File: config.mk
export PLATFORM = sky130hd
export DESIGN_NAME = amb_bank
export DESIGN_NICKNAME = d
export VERILOG_FILES = /design/src/logic/amb_pkg.sv /design/src/logic/amb_alert_gate.sv /design/src/logic/amb_bank.sv /design/src/logic/amb_mask_reg.sv
export SDC_FILE = /design/constraint.sdc
export NUM_CORES = 1
export LEC_CHECK = 0
export BUFFER_PORTS_ARGS = -buffer_cell sky130_fd_sc_hd__buf_2
export CORE_MARGIN = 2
export CORE_UTILIZATION = 36
export CTS_BUF_LIST = sky130_fd_sc_hd__clkbuf_16
export DETAILED_ROUTE_END_ITERATION = 8
export GPL_ROUTABILITY_DRIVEN = 0
export GPL_TIMING_DRIVEN = 0
export PLACE_DENSITY = 0.87
export SYNTH_ARGS = -nofsm -noshare
export SYNTH_HDL_FRONTEND = slang
export SYNTH_SLANG_ARGS = --single-unit
File: constraint.sdc
create_clock -name clk_i -period 2.1 [get_ports clk_i]
set_input_delay 0.42 -clock clk_i [delete_from_list [all_inputs] [get_ports clk_i]]
set_output_delay 0.42 -clock clk_i [all_outputs]
set_load 0.005 [all_outputs]
File: src/logic/amb_pkg.sv
// alert mask bank package: selectors, field layouts, reset values
// assumes the command decoder presents the shared mask command already parsed
//
// Contract
// - masks written by word write on 1Bh
// - masks read back through process call
// - selector 7Ch picks input mask
// - selector 7Dh picks temperature mask
// - selector 7Eh picks comm/logic mask
// - selector 7Fh picks miscellaneous mask
// - selector 80h picks maker mask (no maker mask held here: reads refused, writes ignored)
// - mask bit 0 passes, 1 blocks alert
// - each mask is one bitwise byte
// - input mask only bit 3 writable
// - temperature mask bits 7,6 writable only
// - comm mask bits 7..4 and 1 writable
// - miscellaneous mask bits 7..1 read zero
// - first-alerter bit fixed one, never alerts
// - masks load from storage, apply immediately
// - input/temp/comm need page FFh
package amb_pkg;
   // ==========================================================
   // command and selector codes
   localparam logic [7:0] AMB_MASK_CMD = 8'h1B;
   localparam logic [7:0] AMB_SEL_INPUT = 8'h7C;
   localparam logic [7:0] AMB_SEL_TEMP = 8'h7D;
   localparam logic [7:0] AMB_SEL_COMM = 8'h7E;
   localparam logic [7:0] AMB_SEL_MISC = 8'h7F;
   localparam logic [7:0] AMB_SEL_MAKER = 8'h80;
   localparam logic [7:0] AMB_PAGE_ALL = 8'hFF;
   // ==========================================================
   // writable-bit layouts
   localparam logic [7:0] AMB_WMASK_INPUT = 8'h08;
   localparam logic [7:0] AMB_WMASK_TEMP = 8'hC0;
   localparam logic [7:0] AMB_WMASK_COMM = 8'hF2;
   localparam logic [7:0] AMB_WMASK_MISC = 8'h00;
   // ==========================================================
   // fixed values of read-only bits
   localparam logic [7:0] AMB_FIXED_INPUT = 8'h00;
   localparam logic [7:0] AMB_FIXED_TEMP = 8'h00;
   localparam logic [7:0] AMB_FIXED_COMM = 8'h00;
   localparam logic [7:0] AMB_FIXED_MISC = 8'h01;
   // ==========================================================
   // bank size and load states
   localparam int AMB_NREG = 4;
   typedef enum {AMB_IDLE, AMB_LOAD, AMB_RUN} amb_state_t;
endpackage

File: src/logic/amb_alert_gate.sv
// combines latched status bytes with mask bytes into one hit bit per byte
// assumes status bytes are latched by their owners on clk_i
`timescale 1ns/10ps
module amb_alert_gate
   import amb_pkg::*;
#(
   parameter int N = AMB_NREG
) (
   // status and masks
   input wire logic [8*N-1:0] status_i,
   input wire logic [8*N-1:0] mask_i,
   // per-byte result
   output logic [N-1:0] hit_o
);
   // elaboration check: at least one byte to gate
   if (N < 1) begin : gen_bad_n
      $error("amb_alert_gate needs at least one byte");
   end

   // bit set and mask 0 lets the condition through
   genvar g;
   generate
      for (g = 0; g < N; g++) begin : gen_byte
         assign hit_o[g] = |(status_i[8*g+:8] & ~mask_i[8*g+:8]);
      end
   endgenerate
endmodule

File: src/logic/amb_bank.sv
// alert mask bank: decodes shared mask command, holds four masks, gates alert
// assumes an upstream bus slave parses transactions into the strobes below
`timescale 1ns/10ps
module amb_bank
   import amb_pkg::*;
#(
   parameter int N = AMB_NREG
) (
   // clock and reset
   input wire logic clk_i,
   input wire logic rstn_i,
   // nonvolatile image presented at reset release
   input wire logic nvm_valid_i,
   input wire logic [7:0] nvm_input_i,
   input wire logic [7:0] nvm_temp_i,
   input wire logic [7:0] nvm_comm_i,
   // parsed word write: command, selector, data byte
   input wire logic wr_word_i,
   input wire logic [7:0] cmd_i,
   input wire logic [7:0] sel_i,
   input wire logic [7:0] wr_data_i,
   input wire logic [7:0] page_i,
   // parsed process call read
   input wire logic rd_call_i,
   output logic rd_valid_o,
   output logic [7:0] rd_data_o,
   output logic rd_nack_o,
   // latched status conditions
   input wire logic [7:0] input_status_i,
   input wire logic [7:0] temperature_condition_status_i,
   input wire logic [7:0] comm_logic_condition_status_i,
   input wire logic [7:0] misc_status_i,
   input wire logic maker_alert_i,
   // mask view and alert
   output logic [7:0] input_alert_mask_o,
   output logic [7:0] temperature_alert_mask_o,
   output logic [7:0] comm_logic_alert_mask_o,
   output logic [7:0] misc_alert_mask_o,
   output logic alert_o,
   output logic ready_o
);
   // ==========================================================
   // elaboration check
   if (N != 4) begin : gen_bad_n
      $error("amb_bank serves exactly four mask bytes");
   end

   // ==========================================================
   // load sequencer
   amb_state_t state;
   amb_state_t next_state;
   wire loading = (state == AMB_LOAD) && nvm_valid_i;

   // wait for storage image, then run
   always_comb begin
      next_state = state;
      case (state)
         AMB_IDLE: next_state = AMB_LOAD;
         AMB_LOAD: if (nvm_valid_i) next_state = AMB_RUN;
         AMB_RUN: next_state = AMB_RUN;
         default: next_state = AMB_IDLE;
      endcase
   end

   // state register
   always_ff @(posedge clk_i or negedge rstn_i) begin
      if (!rstn_i) begin
         state <= AMB_IDLE;
      end else begin
         state <= next_state;
      end
   end
   assign ready_o = (state == AMB_RUN);

   // ==========================================================
   // selector decode
   wire is_cmd = (cmd_i == AMB_MASK_CMD);
   wire paged_ok = (page_i == AMB_PAGE_ALL);
   wire hit_input = is_cmd && sel_i == AMB_SEL_INPUT;
   wire hit_temp = is_cmd && sel_i == AMB_SEL_TEMP;
   wire hit_comm = is_cmd && sel_i == AMB_SEL_COMM;
   wire hit_misc = is_cmd && sel_i == AMB_SEL_MISC;
   wire hit_maker = is_cmd && sel_i == AMB_SEL_MAKER;
   wire wr_ok = wr_word_i && ready_o;
   wire wr_input = wr_ok && hit_input && paged_ok;
   wire wr_temp = wr_ok && hit_temp && paged_ok;
   wire wr_comm = wr_ok && hit_comm && paged_ok;

   // ==========================================================
   // mask registers
   amb_mask_reg #(.WMASK(AMB_WMASK_INPUT), .FIXED(AMB_FIXED_INPUT)) u_input (
      .clk_i(clk_i), .rstn_i(rstn_i), .load_i(loading), .load_data_i(nvm_input_i),
      .wr_i(wr_input), .wr_data_i(wr_data_i), .value_o(input_alert_mask_o));
   amb_mask_reg #(.WMASK(AMB_WMASK_TEMP), .FIXED(AMB_FIXED_TEMP)) u_temp (
      .clk_i(clk_i), .rstn_i(rstn_i), .load_i(loading), .load_data_i(nvm_temp_i),
      .wr_i(wr_temp), .wr_data_i(wr_data_i), .value_o(temperature_alert_mask_o));
   amb_mask_reg #(.WMASK(AMB_WMASK_COMM), .FIXED(AMB_FIXED_COMM)) u_comm (
      .clk_i(clk_i), .rstn_i(rstn_i), .load_i(loading), .load_data_i(nvm_comm_i),
      .wr_i(wr_comm), .wr_data_i(wr_data_i), .value_o(comm_logic_alert_mask_o));
   amb_mask_reg #(.WMASK(AMB_WMASK_MISC), .FIXED(AMB_FIXED_MISC)) u_misc (
      .clk_i(clk_i), .rstn_i(rstn_i), .load_i(1'b0), .load_data_i(8'h00),
      .wr_i(wr_ok && hit_misc), .wr_data_i(wr_data_i), .value_o(misc_alert_mask_o));

   // ==========================================================
   // alert combine
   logic [N-1:0] hits;
   amb_alert_gate #(.N(N)) u_gate (
      .status_i({misc_status_i, comm_logic_condition_status_i,
                 temperature_condition_status_i, input_status_i}),
      .mask_i({misc_alert_mask_o, comm_logic_alert_mask_o,
               temperature_alert_mask_o, input_alert_mask_o}),
      .hit_o(hits));
   wire next_alert = ready_o && ((|hits) || maker_alert_i);

   // ==========================================================
   // read path: data registered one cycle after the call
   wire rd_hit = hit_input || hit_temp || hit_comm || hit_misc;
   wire rd_paged = (hit_misc || paged_ok);
   wire [7:0] rd_mux = hit_input ? input_alert_mask_o :
                       hit_temp ? temperature_alert_mask_o :
                       hit_comm ? comm_logic_alert_mask_o :
                       hit_misc ? misc_alert_mask_o : 8'h00; // maker reads are refused
   wire rd_good = rd_call_i && rd_hit && rd_paged;

   // read answer and alert registers
   always_ff @(posedge clk_i or negedge rstn_i) begin
      if (!rstn_i) begin
         rd_valid_o <= 1'b0;
         rd_nack_o <= 1'b0;
         rd_data_o <= 8'h00;
         alert_o <= 1'b0;
      end else begin
         rd_valid_o <= rd_good;
         rd_nack_o <= rd_call_i && !rd_good;
         rd_data_o <= rd_good ? rd_mux : 8'h00;
         alert_o <= next_alert;
      end
   end

   // ==========================================================
   // checks
   // read answers: data, refusals and quiet cycles
   AST_READ_DATA: assert property (@(posedge clk_i) disable iff (!rstn_i)
      (rd_call_i && is_cmd && sel_i == AMB_SEL_TEMP && paged_ok)
      |=> rd_valid_o && rd_data_o == $past(temperature_alert_mask_o))
      else $error("temperature mask read back wrong");
   AST_MAKER_NACK: assert property (@(posedge clk_i) disable iff (!rstn_i)
      (rd_call_i && hit_maker) |=> rd_nack_o && !rd_valid_o)
      else $error("maker mask read not refused");
   AST_PAGE_NACK: assert property (@(posedge clk_i) disable iff (!rstn_i)
      (rd_call_i && (hit_input || hit_temp || hit_comm) && !paged_ok) |=> rd_nack_o)
      else $error("read with wrong page not refused");
   AST_MISC_PAGE_FREE: assert property (@(posedge clk_i) disable iff (!rstn_i)
      (rd_call_i && hit_misc) |=> rd_valid_o && rd_data_o == AMB_FIXED_MISC)
      else $error("misc mask read not answered");
   AST_ONE_ANSWER: assert property (@(posedge clk_i) disable iff (!rstn_i)
      !(rd_valid_o && rd_nack_o))
      else $error("read both answered and refused");
   AST_QUIET_BUS: assert property (@(posedge clk_i) disable iff (!rstn_i)
      !rd_call_i |=> !rd_valid_o && !rd_nack_o)
      else $error("read answer without a call");

   // fixed bit layouts
   AST_INPUT_LAYOUT: assert property (@(posedge clk_i) disable iff (!rstn_i)
      (input_alert_mask_o & 8'hF7) == 8'h00)
      else $error("input mask fixed bits nonzero");
   AST_TEMP_LAYOUT: assert property (@(posedge clk_i) disable iff (!rstn_i)
      temperature_alert_mask_o[5:0] == 6'h00)
      else $error("temperature mask low bits nonzero");
   AST_COMM_LAYOUT: assert property (@(posedge clk_i) disable iff (!rstn_i)
      comm_logic_alert_mask_o[3:2] == 2'h0 && !comm_logic_alert_mask_o[0])
      else $error("comm mask fixed bits nonzero");
   AST_MISC_FIXED: assert property (@(posedge clk_i) disable iff (!rstn_i)
      misc_alert_mask_o == 8'h01)
      else $error("misc mask not 01");

   // alert combine behaviour
   AST_FIRST_NO_ALERT: assert property (@(posedge clk_i) disable iff (!rstn_i)
      (ready_o && misc_status_i == 8'h01 && !maker_alert_i && input_status_i == 8'h00
       && temperature_condition_status_i == 8'h00
       && comm_logic_condition_status_i == 8'h00) |=> !alert_o)
      else $error("first-alerter raised alert");
   AST_UNMASKED_ALERT: assert property (@(posedge clk_i) disable iff (!rstn_i)
      (ready_o && (|(temperature_condition_status_i & ~temperature_alert_mask_o)))
      |=> alert_o)
      else $error("unmasked temperature did not alert");
   AST_INPUT_ALERT: assert property (@(posedge clk_i) disable iff (!rstn_i)
      (ready_o && (|(input_status_i & ~input_alert_mask_o))) |=> alert_o)
      else $error("unmasked input condition did not alert");
   AST_COMM_ALERT: assert property (@(posedge clk_i) disable iff (!rstn_i)
      (ready_o && (|(comm_logic_condition_status_i & ~comm_logic_alert_mask_o)))
      |=> alert_o)
      else $error("unmasked comm condition did not alert");
   AST_ALERT_GATED: assert property (@(posedge clk_i) disable iff (!rstn_i)
      !ready_o |=> !alert_o)
      else $error("alert raised before masks loaded");

   // write guards and load
   AST_PAGE_GUARD: assert property (@(posedge clk_i) disable iff (!rstn_i)
      (wr_word_i && hit_input && !paged_ok && !loading)
      |=> $stable(input_alert_mask_o))
      else $error("write with wrong page changed mask");
   AST_CMD_GUARD: assert property (@(posedge clk_i) disable iff (!rstn_i)
      (wr_word_i && !is_cmd && !loading)
      |=> $stable(input_alert_mask_o) && $stable(temperature_alert_mask_o)
          && $stable(comm_logic_alert_mask_o))
      else $error("write with other command changed a mask");
   AST_LOAD_APPLY: assert property (@(posedge clk_i) disable iff (!rstn_i)
      loading |=> input_alert_mask_o == ($past(nvm_input_i) & AMB_WMASK_INPUT))
      else $error("storage image not loaded");
   AST_READY_HOLDS: assert property (@(posedge clk_i) disable iff (!rstn_i)
      ready_o |=> ready_o)
      else $error("ready dropped without reset");

   // main scenarios reached
   COV_WRITE_COMM: cover property (@(posedge clk_i) disable iff (!rstn_i) wr_comm);
   COV_READ_MISC: cover property (@(posedge clk_i) disable iff (!rstn_i)
      rd_call_i && hit_misc);
   COV_ALERT: cover property (@(posedge clk_i) disable iff (!rstn_i) $rose(alert_o));
   COV_LOAD_WAIT: cover property (@(posedge clk_i) disable iff (!rstn_i)
      state == AMB_LOAD && !nvm_valid_i);
   COV_PAGE_REFUSE: cover property (@(posedge clk_i) disable iff (!rstn_i)
      rd_call_i && hit_temp && !paged_ok);
endmodule

File: src/logic/amb_mask_reg.sv
// one alert mask byte with writable-bit layout and fixed bits
// assumes write strobe and load strobe come from the bank on clk_i
`timescale 1ns/10ps
module amb_mask_reg
   import amb_pkg::*;
#(
   parameter logic [7:0] WMASK = 8'h00,
   parameter logic [7:0] FIXED = 8'h00
) (
   // clock and reset
   input wire logic clk_i,
   input wire logic rstn_i,
   // load and write
   input wire logic load_i,
   input wire logic [7:0] load_data_i,
   input wire logic wr_i,
   input wire logic [7:0] wr_data_i,
   // value
   output logic [7:0] value_o
);
   logic [7:0] held;
   logic [7:0] next_held;

   // writable bits take data, fixed bits never move
   assign next_held = load_i ? (load_data_i & WMASK) :
                      wr_i ? (wr_data_i & WMASK) : held;
   assign value_o = (held & WMASK) | (FIXED & ~WMASK);

   // storage
   always_ff @(posedge clk_i or negedge rstn_i) begin
      if (!rstn_i) begin
         held <= 8'h00;
      end else begin
         held <= next_held;
      end
   end

   AST_FIXED_BITS: assert property (@(posedge clk_i) disable iff (!rstn_i)
      (value_o & ~WMASK) == (FIXED & ~WMASK))
      else $error("fixed mask bit moved");
   AST_WRITE_TAKES: assert property (@(posedge clk_i) disable iff (!rstn_i)
      (wr_i && !load_i) |=> value_o == (($past(wr_data_i) & WMASK) | (FIXED & ~WMASK)))
      else $error("mask write not applied next cycle");
endmodule

; After elaboration in Yosys (flattened, before gate mapping)
; Index checks and enable logic that the tools add are counted.
[op_classes]
eq_ne = 11
mux = 13
bitwise_logic = 6
reduce_logical = 27
[op_table]
columns = op, n
row1 = one-hot mux 32 bit (3 select lines), 1
row2 = "== test 32 x 2 -> 1 bit, second input constant", 2
row3 = 2-to-1 mux 8 bit, 8
row4 = "== test 32 x 1 -> 1 bit, second input constant", 1
row5 = "== test 32 x 3 -> 1 bit, second input constant", 1
row6 = "== test 8 x 7 -> 1 bit, second input constant", 4
row7 = logical NOT 32 bit, 1
row8 = 2-to-1 mux 32 bit, 1
row9 = OR reduction 31 bit, 1
row10 = bitwise AND 8 bit, 3
row11 = logical AND 1 bit, 16
row12 = NOT 8 bit, 2
row13 = "== test 8 x 5 -> 1 bit, second input constant", 1
row14 = "== test 8 bit, second input constant", 1
row15 = 2-to-1 mux 4 bit, 2
row16 = NOT 4 -> 8 bit, 1
row17 = nonzero test 2 bit, 3
row18 = logical OR 1 bit, 5
row19 = "inequality test 2 bit, second input constant", 1
row20 = logical NOT 1 bit, 1
row21 = 2-to-1 mux 1 bit, 1
[totals]
regBits = 63
input_bits = 94
output_inout_bits = 44

; Depth between registers and ports, before layout
[depth]
depth_word = 9
depth_mapped = 7
depth_no_buf = 6

; By module
; A second synthesis with hierarchy kept.
[hier_totals]
cells_unflattened = 192
area_unflattened_um2 = 1687.9
[by_module_without_submodules]
columns = module, instances, cells_each, area_per_inst_um2, seq_area_each_um2
row1 = amb_bank, 1, 77, 872.1, 325.3
row2 = amb_mask_reg (u_comm), 1, 26, 261.5, 125.1
row3 = amb_alert_gate, 1, 52, 250.2, 0.0
row4 = amb_mask_reg (u_temp), 1, 15, 136.4, 50.0
row5 = amb_mask_reg (u_input), 1, 12, 100.1, 25.0
row6 = amb_mask_reg (u_misc), 1, 10, 67.6, 0.0

; Worst setup path after synthesis
; OpenSTA, ideal clock, no wires.
[synth_timing]
path_kind = input to register
startpoint = input cmd_i[5]
endpoint = register u_comm.held[1]
setup_ns = 0.139
arrival_ns = 1.799
required_time_ns = 1.961
setup_slack_ns = 0.162
cell_stages = 5
n_path_buf = 1
cell_sequence = or4b_4 or4_1 buf_2 o21ai_1 a31oi_1
[synth_via]
elab_chain_cells = 5
[synth_rtl]
columns = element, line_no
row1 = start: declaration, amb_bank.sv:19  ; input wire logic [7:0] cmd_i,
row2 = == test 8 x 5 -> 1 bit, amb_bank.sv:77  ; wire is_cmd = (cmd_i == AMB_MASK_CMD);
row3 = logical AND 1 bit, amb_bank.sv:81  ; wire hit_comm = is_cmd && sel_i == AMB_SEL_COMM;
row4 = logical AND 1 bit (2 in a row), amb_bank.sv:87  ; wire wr_comm = wr_ok && hit_comm && paged_ok;
row5 = nonzero test 2 bit (no line), -
row6 = end signal: assignment, amb_mask_reg.sv:34  ; held <= next_held;
row7 = end: declaration, amb_mask_reg.sv:21  ; logic [7:0] held;
; No other way between the ends.
; A chain may end at the register's enable or synchronous reset.

; Worst setup path in the final report
[layout_timing]
startpoint = register state[1]
endpoint = register u_comm.held[7]
[layout_via]
elab_chain_cells = 5
[layout_rtl]
columns = element, line_no
row1 = start: declaration, amb_bank.sv:50  ; amb_state_t state;
row2 = start signal: assignment, amb_bank.sv:70  ; state <= next_state;
row3 = == test 32 x 3 -> 1 bit, amb_bank.sv:73  ; assign ready_o = (state == AMB_RUN);
row4 = logical AND 1 bit, amb_bank.sv:84  ; wire wr_ok = wr_word_i && ready_o;
row5 = logical AND 1 bit (2 in a row), amb_bank.sv:87
row6 = nonzero test 2 bit (no line), -
; Parallel ways exist; a longest one is shown, timed or not.

==> impl_metrics.py <==
metrics = {
    "global_routing": {
        "grt_pass1_wl_um": 5540,
        "antenna_found_initial": 0,
        "grt_pass1_vias": 1326,
        "grt_usage": 0.1678,
        "grt_max_degree": 21,
        "gr-total-overflow": 0,
    },
    "worst_setup_path": {
        "crit_path_top_delay_cell": "dlygate4sd3_1",
        "critPathKind": "flop to flop",
        "crit_fanout": 10,
        "arrival_ns": 2.10,
        "end_kind": "flop",
        "cp_cell_sequence": "inv_1, ha_1, nand2_1, dlygate4sd3_1, nor2_1, a31oi_1",
        "critPathMaxStageDelay_ns": 0.80,
        "rr_worst_depth": 6,
        "cp_data_required_time_ns": 2.27,
        "startpoint_type": "flop",
    },
    "yosys": {
        "synthesis.area_um2": 1381,
        "synth_edf_count": 0,
        "ys_warn_count": 0,
        "synth_cell_type_count": 34,
        "yosys_most_used_dff": "dfrtp_1",
        "netlist_instances": 158,
        "yosysSeqAreaShare": 0.3623,
        "ys_seq_elements": 20,
        "synth-async-reset-ratio": 1.000,
        "avgSynthCellArea_um2": 8.743,
        "synth_area_leaders": "dfrtp_1 (36%), buf_4 (14%), and3_1 (4.1%), a31oi_1 (3.6%), nand3_1 (3.3%)",
        "synth_top_area_frac": 0.3623,
        "synth_area_leader_cell": "dfrtp_1",
    },
    "floorplan": {
        "num_rows": 22,
        "die_x_um": 65.95,
        "num_io_pins": 138,
        "start_util": 0.3745,
        "dieArea_um2": 4349,
        "coreArea_um2": 3689,
        "die_h_um": 65.95,
    },
    "power": {
        "power_density_nw_per_um2": 781.9,
        "peakVddDrop_mv": 0.4085,
        "p_sw_frac": 0.3021,
        "p_leak_nw": 1.169,
        "pwr-share-seq": 0.359,
        "switching_power_mw": 0.4957,
        "total_power_mw": 1.641,
        "intPower_mw": 1.145,
        "clock_power_share": 0.317,
        "combPwrFrac": 0.323,
    },
    "placement": {
        "dp_hpwl_um": 3123,
        "placed_cells": 322,
        "portBuffers": 93,
    },
    "cts": {
        "cts_buffer_depth": 2,
        "cts_resized": 0,
        "cts.htree.levels": 1,
        "cts_hold_buf": 0,
        "clock-sinks": 20,
        "clock-root-buffer": "clkbuf_16",
        "numCtsBuffers": 3,
        "path_clk_slew_ns": 0.06,
        "clock_latency_ns": 0.25,
        "cts_tree": "done",
        "cts_setup_buffers": 0,
    },
    "sta": {
        "rsz0062_at_grt": "no",
        "hold_viol_final": 0,
        "fin_skew_ns": 0.004399,
        "period_needed_ns": 1.923,
        "fmax_ghz": 0.5199,
        "slew_viol_final": 0,
        "setup_viol": 0,
        "timing.final.crit_share": 0.9159,
    },
    "cells_and_area": {
        "final_core_utilization": 0.5689,
        "area_growth_pct": 51.90,
        "final_common_cell": "buf_2",
        "fin_nets": 376,
        "final_cell_mix": "buf_2 (94), buf_4 (25), conb_1 (25), dfrtp_1 (20), nor2_1 (12)",
        "insertedDiodeCount": 0,
        "drive_gt1_frac": 0.4748,
        "fin_cells": 326,
    },
    "routing": {
        "num_vias": 1508,
        "wirelength_um": 3646,
        "dr.pass1.iters": 4,
        "drt_iter0_markers": 49,
        "antenna_left": 0,
        "vias_per_cell": 4.626,
        "wl_per_cell_um": 11.18,
        "route.detailed.drc": 0,
    },
    "run_status": {
        "status": "finished clean",
    },
    "run": {
        "drv_cap": 0,
    },
    "worst_hold_path": {
        "min_path_type": "primary input to async pin",
    },
}
worst max-delay path: cells and delay by family (launching register included):
family,cells,cell delay [ns]
buffers and inverters,2,0.87
flip-flops,1,0.34
AND/OR/NAND/NOR,2,0.28
adder cells (fa/ha/maj),1,0.20
AO/OA/AOI/OAI,1,0.14
power groups by stage:
stage | registers, mW | clock network [mW] | logic, mW
floorplan | 0.578 | 0 | 0.293
global placement | 0.589 | 0 | 0.512
detailed placement | 0.595 | 0 | 0.529
CTS | 0.588 | 0.527 | 0.532
global route | 0.602 | 0.550 | 0.596
finish | 0.590 | 0.521 | 0.530
stage by stage:
| step | hold WS, ns | setup TNS [ns] | cell area, µm² | worst slack, ns |
|---|---|---|---|---|
| finish | 0.09686 | 0 | 2098 | 0.1766 |
| global route | 0.1355 | 0 | 2098 | 0.07558 |
| CTS | 0.1099 | 0 | 2098 | 0.1708 |
| detailed placement | 0.3820 | -0.1370 | 1993 | -0.03220 |
| global placement | 0.3770 | -0.01753 | 1993 | -0.01405 |
| floorplan | 0.1244 | 0 | 1468 | 0.1620 |
area by class of cell:
cell class              count  area, µm²
fillers                   320       1590
multi-input cells         122      703.2
flip-flops and latches     20      500.5
repair buffers             93      465.4
plain buffers              30      230.2
clock buffers               3      75.07
well taps                  48      60.06
inverters                   9      33.78
clock inverters             1      30.03
registers in the layout (all words and copies together), names as in the netlist:
register      count
u_comm.held       5
rd_valid_o        1
state             2
rd_data_o         7
u_temp.held       2
alert_o           1
u_input.held      1
rd_nack_o         1
cell families after synthesis:
| group | Yosys count | share of synthesized area |
|---|---|---|
| AO/OA/AOI/OAI | 27 | 0.1232 |
| adder cells (fa/ha/maj) | 3 | 0.02718 |
| buffers and inverters | 39 | 0.1911 |
| flip-flops | 20 | 0.3623 |
| other | 2 | 0.005437 |
| AND/OR/NAND/NOR | 67 | 0.2908 |
cell usage after synthesis, drive strengths merged, types with 2 or more instances:
cell / instances
and4: 2
and2: 2
ha: 3
o21ai: 11
nor2b: 4
dfrtp: 20
nor4: 7
nand4: 4
or4: 2
nor2: 12
conb: 2
inv: 9
a22oi: 2
and3: 12
a31oi: 8
o41a: 2
nand2: 7
a21oi: 2
buf: 28
nor3: 2
nand3: 9
o221ai: 2
per-layer routing:
layer,vias to the layer above,wire length [µm],GRT usage
met2,91,1777,0.3005
li1,757,-,-
met5,-,0,0
met1,656,1394,0.1872
met4,0,61,0.07398
met3,4,413,0.04089
path summary, 6_finish.rpt:
check	start	endpoint	slack, ns
setup / recovery	state[1]	u_comm.held[7]	0.18
hold / removal	rstn_i	rd_data_o[3]	0.1
setup reg to reg	state[1]	u_comm.held[7]	0.18
hold reg to reg	u_comm.held[5]	rd_data_o[5]	0.57
max in group asynchronous	rstn_i	u_comm.held[7]	1.70
min in group clk_i	rd_call_i	rd_nack_o	0.42
(Power assumes the default switching activity.)
